==> src/core/stop_cfg.svh <==
// stop-mode controller constants: register map, field positions, reset values
// assumes a 32-bit classic wishbone bus with word-aligned registers
`ifndef STOP_CFG_SVH
`define STOP_CFG_SVH
`define REG_PWR_SAVE 3'h0
`define REG_PROC_CLK 3'h1
`define REG_STAB_SEL 3'h2
`define REG_PSEL 3'h3
`define REG_STAT 3'h4
`define STOP_REQ_POS 1
`define FB_CUT_POS 0
`define CPU_SUB_POS 1
`define PROC_CLK_RST 2'h0
`define STAB_SEL_W 3
`define STAB_SEL_RST 3'h6
`define PSEL_W 9
`define PSEL_RST 9'h000
`define PSEL_WIDE_WT 0
`define PSEL_N4_SUB 1
`define PSEL_N5_SUB 2
`define PSEL_N6_WOUT 3
`define PSEL_N7_WOUT 4
`define PSEL_WT_SUB 5
`define PSEL_CSI_EXT 6
`define PSEL_CSI5_EXT 7
`define PSEL_UART_EXT 8
`define IRQ_W 8
`define WDT_W 20
`define STAB_BASE 13
`endif

==> src/core/stop_pkg.sv <==
// types shared by the stop-mode controller
// assumes the cfg header is compiled alongside
package stop_pkg;
   typedef enum logic [1:0] {
      ST_RUN = 2'b00,
      ST_STOP = 2'b01,
      ST_STAB = 2'b10
   } pwr_state_t;
   typedef struct packed {
      logic main_osc_en;
      logic main_clk_en;
      logic cpu_clk_en;
      logic periph_clk_en;
      logic sub_osc_en;
      logic sub_clk_en;
      logic sub_fb_cut;
   } clk_ctl_t;
   typedef struct packed {
      logic wide0;
      logic narrow4;
      logic narrow5;
      logic narrow6;
      logic narrow7;
      logic watch;
      logic csi;
      logic csi_fifth;
      logic uart_tx;
      logic uart_rx;
   } run_en_t;
endpackage

==> src/core/stop_ctrl.sv <==
// software stop power-save controller with a classic wishbone register slave
// assumes synchronous interrupt masks, asynchronous pins for nmi, irqs, hold, subclock strap
//
// Contract
// RULE1 - stop mode halts main oscillator and main clock distribution
// RULE2 - subclock oscillator and subclock supply keep running in stop mode
// RULE3 - feedback-cut bit set cuts the subclock feedback resistor
// RULE4 - execution halts; registers and ram keep their values in stop
// RULE5 - peripherals stop in stop mode unless clocked from subclock
// RULE6 - bus hold requests are not granted during stop mode
// RULE7 - software requests stop only while main clock drives the cpu
// RULE8 - writing one to the stop request bit enters stop mode
// RULE9 - nmi, unmasked interrupt or reset releases stop mode
// RULE10 - release is followed by an oscillation stabilization wait
// RULE11 - first wide timer runs only on watch interval irq with subclock
// RULE12 - fourth and fifth narrow timers run only on subclock if present
// RULE13 - sixth and seventh narrow timers run on wide timer output if running
// RULE14 - watch timer runs only on subclock when subclock exists
// RULE15 - clocks to cpu and peripherals are cut in stop mode
// RULE16 - clocked serial channels run only with external serial clock
// RULE17 - async serial channels transmit only, with external baud clock
// RULE18 - stabilization length is selected by register, watchdog counter measures it
// RULE19 - after stabilization system clock restarts and the irq handler runs
`include "stop_cfg.svh"
`timescale 1ns/10ps
`default_nettype none
module stop_ctrl #(
   parameter int STAB_BASE = `STAB_BASE
) (
   input wire logic mclk,
   input wire logic rst_n,
   input wire logic wb_cyc_i,
   input wire logic wb_stb_i,
   input wire logic wb_we_i,
   input wire logic [4:0] wb_adr_i,
   input wire logic [3:0] wb_sel_i,
   input wire logic [31:0] wb_dat_i,
   output logic [31:0] wb_dat_o,
   output logic wb_ack_o,
   input wire logic nmi_pin,
   input wire logic [`IRQ_W-1:0] irq_pin,
   input wire logic [`IRQ_W-1:0] irq_mask,
   input wire logic bus_hold_request,
   input wire logic subclock_present,
   output logic bus_hold_ack,
   output var stop_pkg::clk_ctl_t clk_ctl,
   output var stop_pkg::run_en_t run_en,
   output logic resume_pulse,
   output logic resume_by_nmi
);
   localparam int SYNC_W = `IRQ_W + 3;

   logic [SYNC_W-1:0] sync1_q;
   logic [SYNC_W-1:0] sync2_q;
   stop_pkg::pwr_state_t state_q;
   stop_pkg::pwr_state_t state_d;
   logic [1:0] proc_clk_q;
   logic [`STAB_SEL_W-1:0] stab_sel_q;
   logic [`PSEL_W-1:0] psel_q;
   logic [`WDT_W-1:0] wdt_q;
   logic [`WDT_W-1:0] wdt_d;
   logic ack_q;
   logic [31:0] rdata_q;
   logic nmi_seen_q;
   logic resume_q;
   logic hold_ack_q;
   stop_pkg::clk_ctl_t clk_q;
   stop_pkg::clk_ctl_t clk_d;
   stop_pkg::run_en_t run_q;
   stop_pkg::run_en_t run_d;

   function automatic logic [`WDT_W-1:0] stab_limit(input logic [`STAB_SEL_W-1:0] sel);
      logic [`WDT_W:0] one;
      one = {{`WDT_W{1'b0}}, 1'b1};
      stab_limit = `WDT_W'((one << (STAB_BASE + int'(sel))) - one);
   endfunction

   // pins cross into mclk through two flops; only the second stage is read
   always_ff @(posedge mclk or negedge rst_n) begin
      if (!rst_n) begin
         sync1_q <= '0;
         sync2_q <= '0;
      end else begin
         sync1_q <= {subclock_present, bus_hold_request, nmi_pin, irq_pin};
         sync2_q <= sync1_q;
      end
   end

   wire [`IRQ_W-1:0] irq_s = sync2_q[`IRQ_W-1:0];
   wire nmi_s = sync2_q[`IRQ_W];
   wire hold_s = sync2_q[`IRQ_W+1];
   wire sub_s = sync2_q[`IRQ_W+2];
   wire irq_open = |(irq_s & ~irq_mask);
   wire wake = nmi_s | irq_open;

   // bus decode
   wire req = wb_cyc_i & wb_stb_i & ~ack_q;
   wire [2:0] widx = wb_adr_i[4:2];
   wire wr = req & wb_we_i & (state_q == stop_pkg::ST_RUN);
   wire wr_lo = wr & wb_sel_i[0];
   wire wr_hi = wr & wb_sel_i[1];
   wire wr_pwr = wr_lo & (widx == `REG_PWR_SAVE);
   wire wr_proc = wr_lo & (widx == `REG_PROC_CLK);
   wire wr_stab = wr_lo & (widx == `REG_STAB_SEL);
   wire wr_psel_lo = wr_lo & (widx == `REG_PSEL);
   wire wr_psel_hi = wr_hi & (widx == `REG_PSEL);
   wire fb_cut = proc_clk_q[`FB_CUT_POS];
   wire cpu_on_sub = proc_clk_q[`CPU_SUB_POS];
   // a stop request while the cpu runs on the subclock is dropped
   wire stop_go = wr_pwr & wb_dat_i[`STOP_REQ_POS] & ~cpu_on_sub; // see RULE8 see RULE7
   wire [`WDT_W-1:0] limit = stab_limit(stab_sel_q);
   wire stab_done = (wdt_q == limit);

   always_comb begin
      state_d = state_q;
      wdt_d = wdt_q;
      case (state_q)
         stop_pkg::ST_RUN: begin
            if (stop_go) begin
               state_d = stop_pkg::ST_STOP; // see RULE8
            end
         end
         stop_pkg::ST_STOP: begin
            if (wake) begin
               state_d = stop_pkg::ST_STAB; // see RULE9
               wdt_d = '0;
            end
         end
         stop_pkg::ST_STAB: begin
            // watchdog counter measures the oscillator settling time
            if (stab_done) begin
               state_d = stop_pkg::ST_RUN; // see RULE19
            end else begin
               wdt_d = wdt_q + `WDT_W'(1); // see RULE10 see RULE18
            end
         end
         default: begin
            state_d = stop_pkg::ST_RUN;
         end
      endcase
   end

   wire run_d_mode = (state_d == stop_pkg::ST_RUN);
   wire stop_d_mode = (state_d == stop_pkg::ST_STOP);
   wire wide0_d = run_d_mode | (psel_q[`PSEL_WIDE_WT] & sub_s); // see RULE11

   always_comb begin
      clk_d.main_osc_en = ~stop_d_mode; // see RULE1
      clk_d.main_clk_en = run_d_mode; // see RULE1
      clk_d.cpu_clk_en = run_d_mode; // see RULE15 see RULE4
      clk_d.periph_clk_en = run_d_mode; // see RULE15 see RULE5
      clk_d.sub_osc_en = 1'b1; // see RULE2
      clk_d.sub_clk_en = 1'b1; // see RULE2
      // cutting feedback while running would kill the subclock, so only in stop
      clk_d.sub_fb_cut = stop_d_mode & fb_cut; // see RULE3
      run_d.wide0 = wide0_d;
      run_d.narrow4 = run_d_mode | (psel_q[`PSEL_N4_SUB] & sub_s); // see RULE12
      run_d.narrow5 = run_d_mode | (psel_q[`PSEL_N5_SUB] & sub_s); // see RULE12
      run_d.narrow6 = run_d_mode | (psel_q[`PSEL_N6_WOUT] & wide0_d); // see RULE13
      run_d.narrow7 = run_d_mode | (psel_q[`PSEL_N7_WOUT] & wide0_d); // see RULE13
      run_d.watch = run_d_mode | (psel_q[`PSEL_WT_SUB] & sub_s); // see RULE14
      run_d.csi = run_d_mode | psel_q[`PSEL_CSI_EXT]; // see RULE16
      run_d.csi_fifth = run_d_mode | psel_q[`PSEL_CSI5_EXT]; // see RULE16
      run_d.uart_tx = run_d_mode | psel_q[`PSEL_UART_EXT]; // see RULE17
      run_d.uart_rx = run_d_mode; // see RULE17 see RULE5
   end

   wire [31:0] rd_mux =
      (widx == `REG_PWR_SAVE) ? {30'h0, (state_q != stop_pkg::ST_RUN), 1'b0} :
      (widx == `REG_PROC_CLK) ? {30'h0, proc_clk_q} :
      (widx == `REG_STAB_SEL) ? {29'h0, stab_sel_q} :
      (widx == `REG_PSEL) ? {23'h0, psel_q} :
      (widx == `REG_STAT) ? {12'h0, wdt_q[`WDT_W-1:2], state_q} : 32'h0;

   always_ff @(posedge mclk or negedge rst_n) begin
      if (!rst_n) begin
         state_q <= stop_pkg::ST_RUN;
         wdt_q <= '0;
      end else begin
         state_q <= state_d;
         wdt_q <= wdt_d;
      end
   end

   // control registers only change in run mode, so stop keeps them intact
   always_ff @(posedge mclk or negedge rst_n) begin
      if (!rst_n) begin
         proc_clk_q <= `PROC_CLK_RST;
         stab_sel_q <= `STAB_SEL_RST;
         psel_q <= `PSEL_RST;
      end else begin
         if (wr_proc) proc_clk_q <= wb_dat_i[1:0]; // see RULE4
         if (wr_stab) stab_sel_q <= wb_dat_i[`STAB_SEL_W-1:0];
         if (wr_psel_lo) psel_q[7:0] <= wb_dat_i[7:0];
         if (wr_psel_hi) psel_q[8] <= wb_dat_i[8];
      end
   end

   always_ff @(posedge mclk or negedge rst_n) begin
      if (!rst_n) begin
         ack_q <= 1'b0;
         rdata_q <= '0;
      end else begin
         ack_q <= req;
         rdata_q <= req ? rd_mux : '0;
      end
   end

   always_ff @(posedge mclk or negedge rst_n) begin
      if (!rst_n) begin
         clk_q <= '{1'b1, 1'b1, 1'b1, 1'b1, 1'b1, 1'b1, 1'b0};
         run_q <= '1;
         hold_ack_q <= 1'b0;
         resume_q <= 1'b0;
         nmi_seen_q <= 1'b0;
      end else begin
         clk_q <= clk_d;
         run_q <= run_d;
         hold_ack_q <= hold_s & run_d_mode; // see RULE6
         resume_q <= (state_q == stop_pkg::ST_STAB) & stab_done; // see RULE19
         if ((state_q == stop_pkg::ST_STOP) & wake) nmi_seen_q <= nmi_s;
      end
   end

   assign wb_ack_o = ack_q;
   assign wb_dat_o = rdata_q;
   assign clk_ctl = clk_q;
   assign run_en = run_q;
   assign bus_hold_ack = hold_ack_q;
   assign resume_pulse = resume_q;
   assign resume_by_nmi = nmi_seen_q;

   chk_stop_entry_go: assert property (@(posedge mclk) disable iff (!rst_n) // see RULE8
      stop_go |=> (state_q == stop_pkg::ST_STOP) && !clk_ctl.cpu_clk_en)
      else $error("stop request did not enter stop");
   chk_main_osc_off: assert property (@(posedge mclk) disable iff (!rst_n) // see RULE1
      (state_q == stop_pkg::ST_STOP) |-> !clk_ctl.main_osc_en && !clk_ctl.main_clk_en)
      else $error("main clock alive in stop");
   chk_sub_keeps: assert property (@(posedge mclk) disable iff (!rst_n) // see RULE2
      clk_ctl.sub_osc_en && clk_ctl.sub_clk_en)
      else $error("subclock stopped");
   chk_fb_cut_sel: assert property (@(posedge mclk) disable iff (!rst_n) // see RULE3
      (state_q == stop_pkg::ST_STOP) && $stable(state_q) |-> clk_ctl.sub_fb_cut == fb_cut)
      else $error("feedback cut mismatch");
   chk_regs_held: assert property (@(posedge mclk) disable iff (!rst_n) // see RULE4
      (state_q != stop_pkg::ST_RUN) |=> $stable(proc_clk_q) && $stable(psel_q)
      && $stable(stab_sel_q))
      else $error("register changed while stopped");
   chk_hold_refused: assert property (@(posedge mclk) disable iff (!rst_n) // see RULE6
      (state_q != stop_pkg::ST_RUN) |-> !bus_hold_ack)
      else $error("hold granted in stop");
   chk_wake_stab: assert property (@(posedge mclk) disable iff (!rst_n) // see RULE9
      (state_q == stop_pkg::ST_STOP) && wake |=> (state_q == stop_pkg::ST_STAB) && wdt_q == '0)
      else $error("wake did not start settling");
   chk_stab_hold: assert property (@(posedge mclk) disable iff (!rst_n) // see RULE10
      (state_q == stop_pkg::ST_STAB) && !stab_done |=> (state_q == stop_pkg::ST_STAB)
      && wdt_q == $past(wdt_q) + `WDT_W'(1) && !clk_ctl.cpu_clk_en)
      else $error("settling cut short");
   chk_resume_irq: assert property (@(posedge mclk) disable iff (!rst_n) // see RULE19
      (state_q == stop_pkg::ST_STAB) && stab_done |=> resume_pulse
      && (state_q == stop_pkg::ST_RUN) && clk_ctl.cpu_clk_en ##1 !resume_pulse)
      else $error("resume not signalled");
   chk_narrow_chain: assert property (@(posedge mclk) disable iff (!rst_n) // see RULE13
      (state_q == stop_pkg::ST_STOP) && $past(state_q == stop_pkg::ST_STOP)
      && run_en.narrow6 |-> run_en.wide0)
      else $error("sixth timer runs without wide timer");
   chk_uart_rx_off: assert property (@(posedge mclk) disable iff (!rst_n) // see RULE17
      (state_q == stop_pkg::ST_STOP) |-> !run_en.uart_rx && !clk_ctl.periph_clk_en)
      else $error("receiver alive in stop");
endmodule
`default_nettype wire

==> config.mk <==
export PLATFORM = sky130hd
export DESIGN_NAME = stop_ctrl
export DESIGN_NICKNAME = d
export VERILOG_FILES = /design/src/core/stop_pkg.sv /design/src/core/stop_ctrl.sv
export VERILOG_INCLUDE_DIRS = /design/src /design/src/core
export SDC_FILE = /design/constraint.sdc
export NUM_CORES = 1
export LEC_CHECK = 0
export ABC_AREA = 1
export CELL_PAD_IN_SITES_DETAIL_PLACEMENT = 1
export CELL_PAD_IN_SITES_GLOBAL_PLACEMENT = 1
export CORE_MARGIN = 2
export CORE_UTILIZATION = 40
export CTS_CLUSTER_DIAMETER = 40
export CTS_CLUSTER_SIZE = 30
export DETAILED_ROUTE_END_ITERATION = 8
export DONT_BUFFER_PORTS = 1
export PLACE_DENSITY = 0.71
export SLEW_MARGIN = 15
export SYNTH_ARGS = -nofsm -noshare
export SYNTH_HDL_FRONTEND = slang
export SYNTH_SLANG_ARGS = --single-unit
==> constraint.sdc <==
create_clock -name mclk -period 2.7 [get_ports mclk]
set_input_delay 0.675 -clock mclk [delete_from_list [all_inputs] [get_ports mclk]]
set_output_delay 0.675 -clock mclk [all_outputs]
set_load 0.05 [all_outputs]
## After elaboration in Yosys (flattened, before gate mapping)

Cells that the tools add are included.

| word-level totals | value |
|---|---|
| output and inout port bits | 53 |
| memory bits (writable) | 0 |
| ROM bits | 0 |
| bits of input ports | 65 |
| memories | 0 |
| flip-flop bits (word level) | 94 |
| bits in latches | 0 |

| operators by class | value |
|---|---|
| eq/ne operators | 10 |
| multiply operators | 0 |
| shifts and indexed selects | 1 |
| multiplexer cells | 13 |
| order comparisons | 0 |
| add/sub/neg operators | 3 |
| div/mod/pow operators | 0 |
| reductions and logical operators | 7 |
| bitwise operators | 38 |

Operator list:

| cell | number |
|---|---|
| 2-to-1 mux 20 bit | 8 |
| case mux 20 bit (2 select lines) | 1 |
| bitwise AND 1 bit | 23 |
| adder 20 x 1 -> 20 bit, second input constant | 1 |
| equality test 20 bit | 1 |
| left shift 1 x 5 -> 20 bit, first input constant | 1 |
| subtractor 20 x 1 -> 20 bit, second input constant | 1 |
| OR 1 bit | 10 |
| bitwise AND 8 bit | 1 |
| NOT 8 bit | 1 |
| OR reduction 8 bit | 1 |
| equality test 3 x 2 -> 1 bit, second input constant | 2 |
| 2-to-1 mux 2 bit | 3 |
| case mux 2 bit (3 select lines) | 1 |
| adder 4 x 3 -> 5 bit, first input constant | 1 |
| equality test 2 x 1 -> 1 bit, second input constant | 2 |
| logical NOT 2 bit | 2 |
| != test 2 bit, second input constant | 2 |
| nonzero test 2 bit | 2 |
| equality test 3 x 1 -> 1 bit, second input constant | 1 |
| equality test 3 bit, second input constant | 1 |
| logical NOT 3 bit | 1 |
| NOT 1 bit | 3 |
| AND reduction 3 bit | 1 |
| equality test 2 bit, second input constant | 1 |

## Logic depth before layout (Yosys ltp)

Gate-level depths: netlist of run 1.

| depth | value |
|---|---|
| word-level depth | 14 |
| gate-level depth with buffers | 20 |
| gate-level depth less buffers | 18 |

## Worst setup path before layout of run 1

No wires, ideal clock.

| timing | value |
|---|---|
| path kind | reg-to-reg |
| start | register stab_sel_q[1] |
| end | register wdt_q[10] |
| data arrival time | 2.452 ns |
| stages on the path, launching flop included | 19 |
| library setup time | 0.119 ns |
| clock period less this slack | 2.571 ns |
| path slack | 0.129 ns |
| path buffers | 2 |
| path through | dfstp_2 -> nand2_2 -> ha_1 -> buf_6 -> nand2_2 -> inv_1 -> nand3_1 -> nand2_1 -> nor2_4 -> nand2_1 -> nand2_1 -> nand2_1 -> nor2_1 -> nand3_1 -> nor2_2 -> nand3_2 -> buf_6 -> nand4_1 -> nand2_1 |

| between the ends | value |
|---|---|
| longest elaborated chain between the ends | 6 |

Ends and longest elaborated chain:

| what | line | source |
|---|---|---|
| start, declared | stop_ctrl.sv:58 | `` logic [`STAB_SEL_W-1:0] stab_sel_q; `` |
| start signal, assigned | stop_ctrl.sv:189 | `` stab_sel_q <= `STAB_SEL_RST; `` |
| start signal, assigned | stop_ctrl.sv:193 | `` if (wr_stab) stab_sel_q <= wb_dat_i[`STAB_SEL_W-1:0]; `` |
| adder 4 x 3 -> 5 bit | stop_ctrl.sv:75 | `` stab_limit = `WDT_W'((one << (STAB_BASE + int'(sel))) - one); `` |
| left shift 1 x 5 -> 20 bit | stop_ctrl.sv:75 |  |
| subtractor 20 x 1 -> 20 bit | stop_ctrl.sv:75 |  |
| equality test 20 bit | stop_ctrl.sv:112 | `wire stab_done = (wdt_q == limit);` |
| != test 2 bit (no source line) | -- |  |
| AND reduction 3 bit (no source line) | -- |  |
| end signal, assigned | stop_ctrl.sv:181 | `wdt_q <= wdt_d;` |
| end, declared | stop_ctrl.sv:60 | `` logic [`WDT_W-1:0] wdt_q; `` |

No other way between the ends.
A chain may end at the register's enable or synchronous reset.

## Worst setup path after layout of run 1

| timing | value |
|---|---|
| start | register stab_sel_q[1] |
| end | register wdt_q[8] |

The elaborated chain is that of the path after synthesis.

==> metrics.yaml, run 1 <==
cells_and_area:
  fillers: 1357
  postLayoutCellArea_um2: 5640
  final_common_cell: "nand2_1"
  diodes: 0
  multi_input_area_um2: 2250
  fin_util: 0.488
  syn_to_final_growth_pct: 17.7
  nNetsFinal: 674
  final-seq-area_um2: 2370
  drive_gt1_frac: 0.203
  final_cell_mix: "114 x nand2_1, 81 x dfrtp_1, 62 x inv_1"
  final_cell_count_no_fill: 755
timing:
  worst_pin_slew_ns: 0.660
  max_freq_mhz: 378
  slew_headroom: 0.559
  rsz0062_at_grt: "yes"
  finalSetupTns_ns: 0
  period_minus_slack_ns: 2.64
  slew_viol_final: 0
  finalSetupViolations: 0
  skew_ns: 0.0120
  hold_viol: 0
  period_share: 0.980
  timing.hold.ws_ns: 0.0202
  setup_ws_ns: 0.0553
floorplanning:
  rows: 39
  die_w_um: 113
  initial_utilization: 0.414
  core_area_um2: 11600
  die_area_um2: 12900
  die_h_um: 113
  ios: 118
detailed_routing:
  first_pass_iters: 4
  vias_per_cell: 5.43
  routed_wl_mm: 13.7
  ant_nets: 0
  vias: 4098
  drt_first_iter_violations: 175
  wl_per_cell_um: 18.1
  drcViolationCount: 0
pwr:
  p_leak_nw: 2.72
  vdd_drop_max_v: 0.000415
  power_density_nw_per_um2: 502
  total_power_mw: 2.83
grt:
  grt_usage: 0.213
  grt_pass1_wl_mm: 21.2
  grt_overflow: 0
  grt_max_degree: 95
  antenna_found_initial: 0
  first_global_vias: 4221
critical_path:
  crit_type: "flip-flop to flip-flop"
  end_kind: "flip-flop"
  arrival_ns: 2.94
  startpoint: "stab_sel_q[1]$_DFFE_PN1P_"
  regToRegSetupSlack_ns: 0.06
  rr_worst_depth: 17
  r2r-start: "stab_sel_q[1]$_DFFE_PN1P_"
  path_max_fanout: 6
  critPathLaunchType: "flip-flop"
  r2r_end: "wdt_q[8]$_DFFE_PN0P_"
  critPathRequiredTime_ns: 2.99
clock_network:
  clockBufferDepth: 2
  insertion_delay_ns: 0.35
  clock-sinks: 94
  numCtsBuffers: 9
  clk_pin_slew_ns: 0.07
  htree_levels: 3
  cts_tree: "done"
  cts_root_buffer: "clkbuf_16"
yosys:
  syn_inst: 590
  yosysTopAreaCell: "dfrtp_1"
  synth-seq-area-share: 0.494
  synth_area_um2: 4790
  yosysUniqueCellTypes: 38
  netlist_top_cells_area: "dfrtp_1 42%, nand2_1 10%, dfstp_2 7.1%"
  syn_avg_cell_area_um2: 8.12
  yosys_warnings: 0
  synth_seq_cells: 94
  netlist.area_leader.share: 0.423
job:
  drv_cap: 0
placed_design:
  portBuffers: 0
  pre_cts_slack_ns: -0.176
  post_dp_cell_area_um2: 4960
  gp_congestion: 0.900
  dp_hpwl_mm: 9.66
  place_inst: 732
run_status:
  status: "completed"
min_path:
  worstHoldPathType: "input port to asynchronous set/reset pin"
-- cell usage after synthesis (all sizes together) --
cell type and number:
nand2 135, dfrtp 81, nor2 71, inv 70, nand3 65, nand4 31, buf 24, xor2 18
nor3 17, o21ai 14, dfstp 13, clkbuf 10, a21oi 8, o22ai 5, nor4 4, a221oi 3
mux2 3, a211oi 2, clkinv 2, conb 2, ha 2, nand3b 2, xnor2 2, a31oi 1
and2 1, nor3b 1, o2111ai 1, o211ai 1, or2 1
-- power by group --
part	internal [mW]	switching, mW	total (mW)
clock network	0.749	0.545	1.29
logic	0.0158	0.0757	0.0915
registers	1.43	0.0187	1.45
total	2.19	0.640	2.83
-- state kept, by name (all words and copies together) (netlist names) --
signal         count
wdt_q             20
wb_dat_o          20
stab_sel_q         3
clk_ctl            2
sync2_q           11
sync1_q           11
state_q            2
resume_pulse       1
resume_by_nmi      1
run_en            10
psel_q             9
bus_hold_ack       1
proc_clk_q         2
wb_ack_o           1
-- cell families after synthesis --
logic type               share of synthesized area
flip-flops                                   0.494
adder cells (fa/ha/maj)                    0.00522
AND/OR/NAND/NOR                              0.310
buffers and inverters                        0.103
other                                      0.00157
XOR/XNOR                                    0.0366
multiplexers                               0.00705
AO/OA/AOI/OAI                               0.0428
-- worst max-delay path by stage --
stage	endpoint	slack [ns]	depth (start not counted)
final	wdt_q[8]$_DFFE_PN0P_	0.06	17
after global placement	bus_hold_ack$_DFF_PN0_	-0.09	16
after detailed placement	bus_hold_ack$_DFF_PN0_	-0.18	16
after CTS	wdt_q[17]$_DFFE_PN0P_	0.01	18
after global routing	wdt_q[8]$_DFFE_PN0P_	-0.08	17
after floorplan	wdt_q[10]$_DFFE_PN0P_	0.13	18
-- worst max-delay path, cell delays in order (launching register included) --
cell       delay (ns)
dfstp_2          0.57
nand2_4          0.06
ha_4             0.29
nand2_4          0.06
buf_6            0.13
nor3_4           0.20
buf_4            0.13
nand3_1          0.07
nand2_2          0.09
nor2_1           0.04
nor2_1           0.10
nand3b_1         0.09
nor2_2           0.15
nand3_4          0.13
nand2_8          0.16
clkbuf_16        0.18
nand3_2          0.06
nand2_1          0.08
-- cell type report --
class	count	area share
repair buffers	27	0.0468
inverters	72	0.0484
clock buffers	12	0.0437
multi-input cells	403	0.400
well taps	143	0.0317
clock inverters	4	0.00932
flip-flops and latches	94	0.420
-- layer usage --
| metal | vias up | track usage | part of all wire |
|---|---|---|---|
| met4 | 0 | 0.0870 | 0.016 |
| met5 | - | 0 | 0 |
| li1 | 1927 | - | - |
| met1 | 2057 | 0.273 | 0.43 |
| met2 | 99 | 0.350 | 0.50 |
| met3 | 15 | 0.0484 | 0.056 |
-- what timing repair did --
action	in CTS	in global routing
gates cloned	0	2
hold endpoints to repair	0	9
setup buffers	2	2
setup endpoints to repair	31	33
gates resized for setup	8	65
hold buffers	0	2
pin swaps	2	35
No activity file was read; power rests on OpenSTA's default activity.
==> inputs of run 2 (changes only) <==
CORE_ASPECT_RATIO = 1.25   (was default)
HOLD_SLACK_MARGIN = 0.08   (was default)
==> metrics.yaml, run 2 (synthesis gave the netlist of run 1 again) <==
placed_design:
  gp_congestion: 0.899
  post_dp_cell_area_um2: 5020
  place_inst: 756
  dp_hpwl_mm: 9.85
  portBuffers: 0
grt:
  first_global_vias: 4497
  grt_pass1_wl_mm: 23.1
  grt_max_degree: 82
  grt_usage: 0.230
  antenna_found_initial: 0
  grt_overflow: 0
detailed_routing:
  vias: 4067
  routed_wl_mm: 14.4
  drt_first_iter_violations: 139
  drcViolationCount: 0
  wl_per_cell_um: 18.4
  vias_per_cell: 5.21
  ant_nets: 0
  first_pass_iters: 4
critical_path:
  max_stage_delay_ns: 0.56
  critPathLaunchType: "flip-flop"
  crit_slowest_cell: "dfstp_2"
  critPathRequiredTime_ns: 2.98
  crit_type: "flip-flop to flip-flop"
  cp_cell_sequence: "nand2_4 > ha_4 > buf_6 > nand3_2 > nand2_4 > nor2_4 > nand2_2 > nand2_2 > nand3_2 > nor2_2 > nand2_1 > nor2_2 > nand3_4 > nand2_8 > buf_6 > nand3_1 > nand2_1"
  end_kind: "flip-flop"
  arrival_ns: 2.93
  path_max_fanout: 8
timing:
  finalSetupTns_ns: 0
  slew_viol_final: 0
  skew_ns: 0.0123
  rsz0062_at_grt: "yes"
  slew_headroom: 0.509
  period_minus_slack_ns: 2.64
  finalSetupViolations: 0
  worst_pin_slew_ns: 0.735
  max_freq_mhz: 378
  hold_viol: 0
  period_share: 0.979
job:
  drv_cap: 0
clock_network:
  htree_levels: 3
  clock-sinks: 94
  cts_tree: "done"
  numCtsBuffers: 9
  cts_root_buffer: "clkbuf_16"
  insertion_delay_ns: 0.35
  clockBufferDepth: 2
  clk_pin_slew_ns: 0.08
cells_and_area:
  final_cell_mix: "121 x nand2_1, 81 x dfrtp_1, 62 x inv_1"
  drive_gt1_frac: 0.197
  fin_util: 0.486
  fillers: 1420
  syn_to_final_growth_pct: 18.4
  nNetsFinal: 682
  final_cell_count_no_fill: 781
  final-seq-area_um2: 2370
  final_common_cell: "nand2_1"
  multi_input_area_um2: 2220
  diodes: 0
  postLayoutCellArea_um2: 5670
run_status:
  status: "completed"
min_path:
  worstHoldPathType: "input port to asynchronous set/reset pin"
floorplanning:
  rows: 44
  die_w_um: 102
  initial_utilization: 0.411
  ios: 118
  die_h_um: 126
  die_area_um2: 12900
  core_area_um2: 11700
pwr:
  total_power_mw: 2.85
  p_leak_nw: 2.76
  power_density_nw_per_um2: 502
  vdd_drop_max_v: 0.000362
run 2: through the flow:
step / hold WS (ns) / setup WS [ns]
after global placement: 0.332 / -0.0873
after floorplan: 0.331 / 0.129
after global routing: 0.151 / -0.0395
after detailed placement: 0.336 / -0.261
after CTS: 0.154 / 0.0110
final: 0.166 / 0.0556
run 2: cell type report:
| cell class | instances | share of cell area |
|---|---|---|
| Tap cell | 161 | 0.0355 |
| Sequential cell | 94 | 0.417 |
| Timing Repair Buffer | 35 | 0.0540 |
| Clock buffer | 9 | 0.0397 |
| Multi-Input combinational cell | 403 | 0.391 |
| Clock inverter | 7 | 0.0141 |
| Inverter | 72 | 0.0485 |
run 2: routing by layer:
| metal | vias to the layer above | share of wire | track usage |
|---|---|---|---|
| met5 | - | 0 | 0 |
| met4 | 0 | 0.018 | 0.0675 |
| met3 | 19 | 0.037 | 0.0523 |
| met2 | 78 | 0.53 | 0.401 |
| met1 | 2041 | 0.42 | 0.283 |
| li1 | 1929 | - | - |
run 2: what timing repair did:
item | CTS | global route
buffers inserted | 1 | 3
gates cloned | 3 | 1
hold buffers | 1 | 0
resized for setup | 22 | 42
pin swaps | 7 | 22
endpoints found under the hold margin | 81 | 0
setup endpoints to repair | 32 | 32
run 2: critical path, delay by kind of cell, from the launching register on:
family | cells | cell delay (ns)
flip-flops | 1 | 0.56
buffers and inverters | 2 | 0.28
AND/OR/NAND/NOR | 14 | 1.46
adder cells (fa/ha/maj) | 1 | 0.26
run 2: worst paths after layout:
path / endpoint / depth (start not counted) / startpoint / slack [ns]
max: wdt_q[12]$_DFFE_PN0P_ / 17 / stab_sel_q[1]$_DFFE_PN1P_ / 0.06
min: stab_sel_q[1]$_DFFE_PN1P_ / 0 / rst_n / 0.17
max reg2reg: wdt_q[12]$_DFFE_PN0P_ / 17 / stab_sel_q[1]$_DFFE_PN1P_ / 0.06
min reg2reg: sync2_q[0]$_DFF_PN0_ / 0 / sync1_q[0]$_DFF_PN0_ / 0.34
max in group asynchronous: psel_q[3]$_DFFE_PN0P_ / 1 / rst_n / 2.12
min in group mclk: sync2_q[0]$_DFF_PN0_ / 0 / sync1_q[0]$_DFF_PN0_ / 0.34
run 2: where the power goes:
group	internal [mW]	switching [mW]
combinational	0.0191	0.0991
sequential	1.43	0.0156
clock	0.658	0.628
total	2.10	0.743
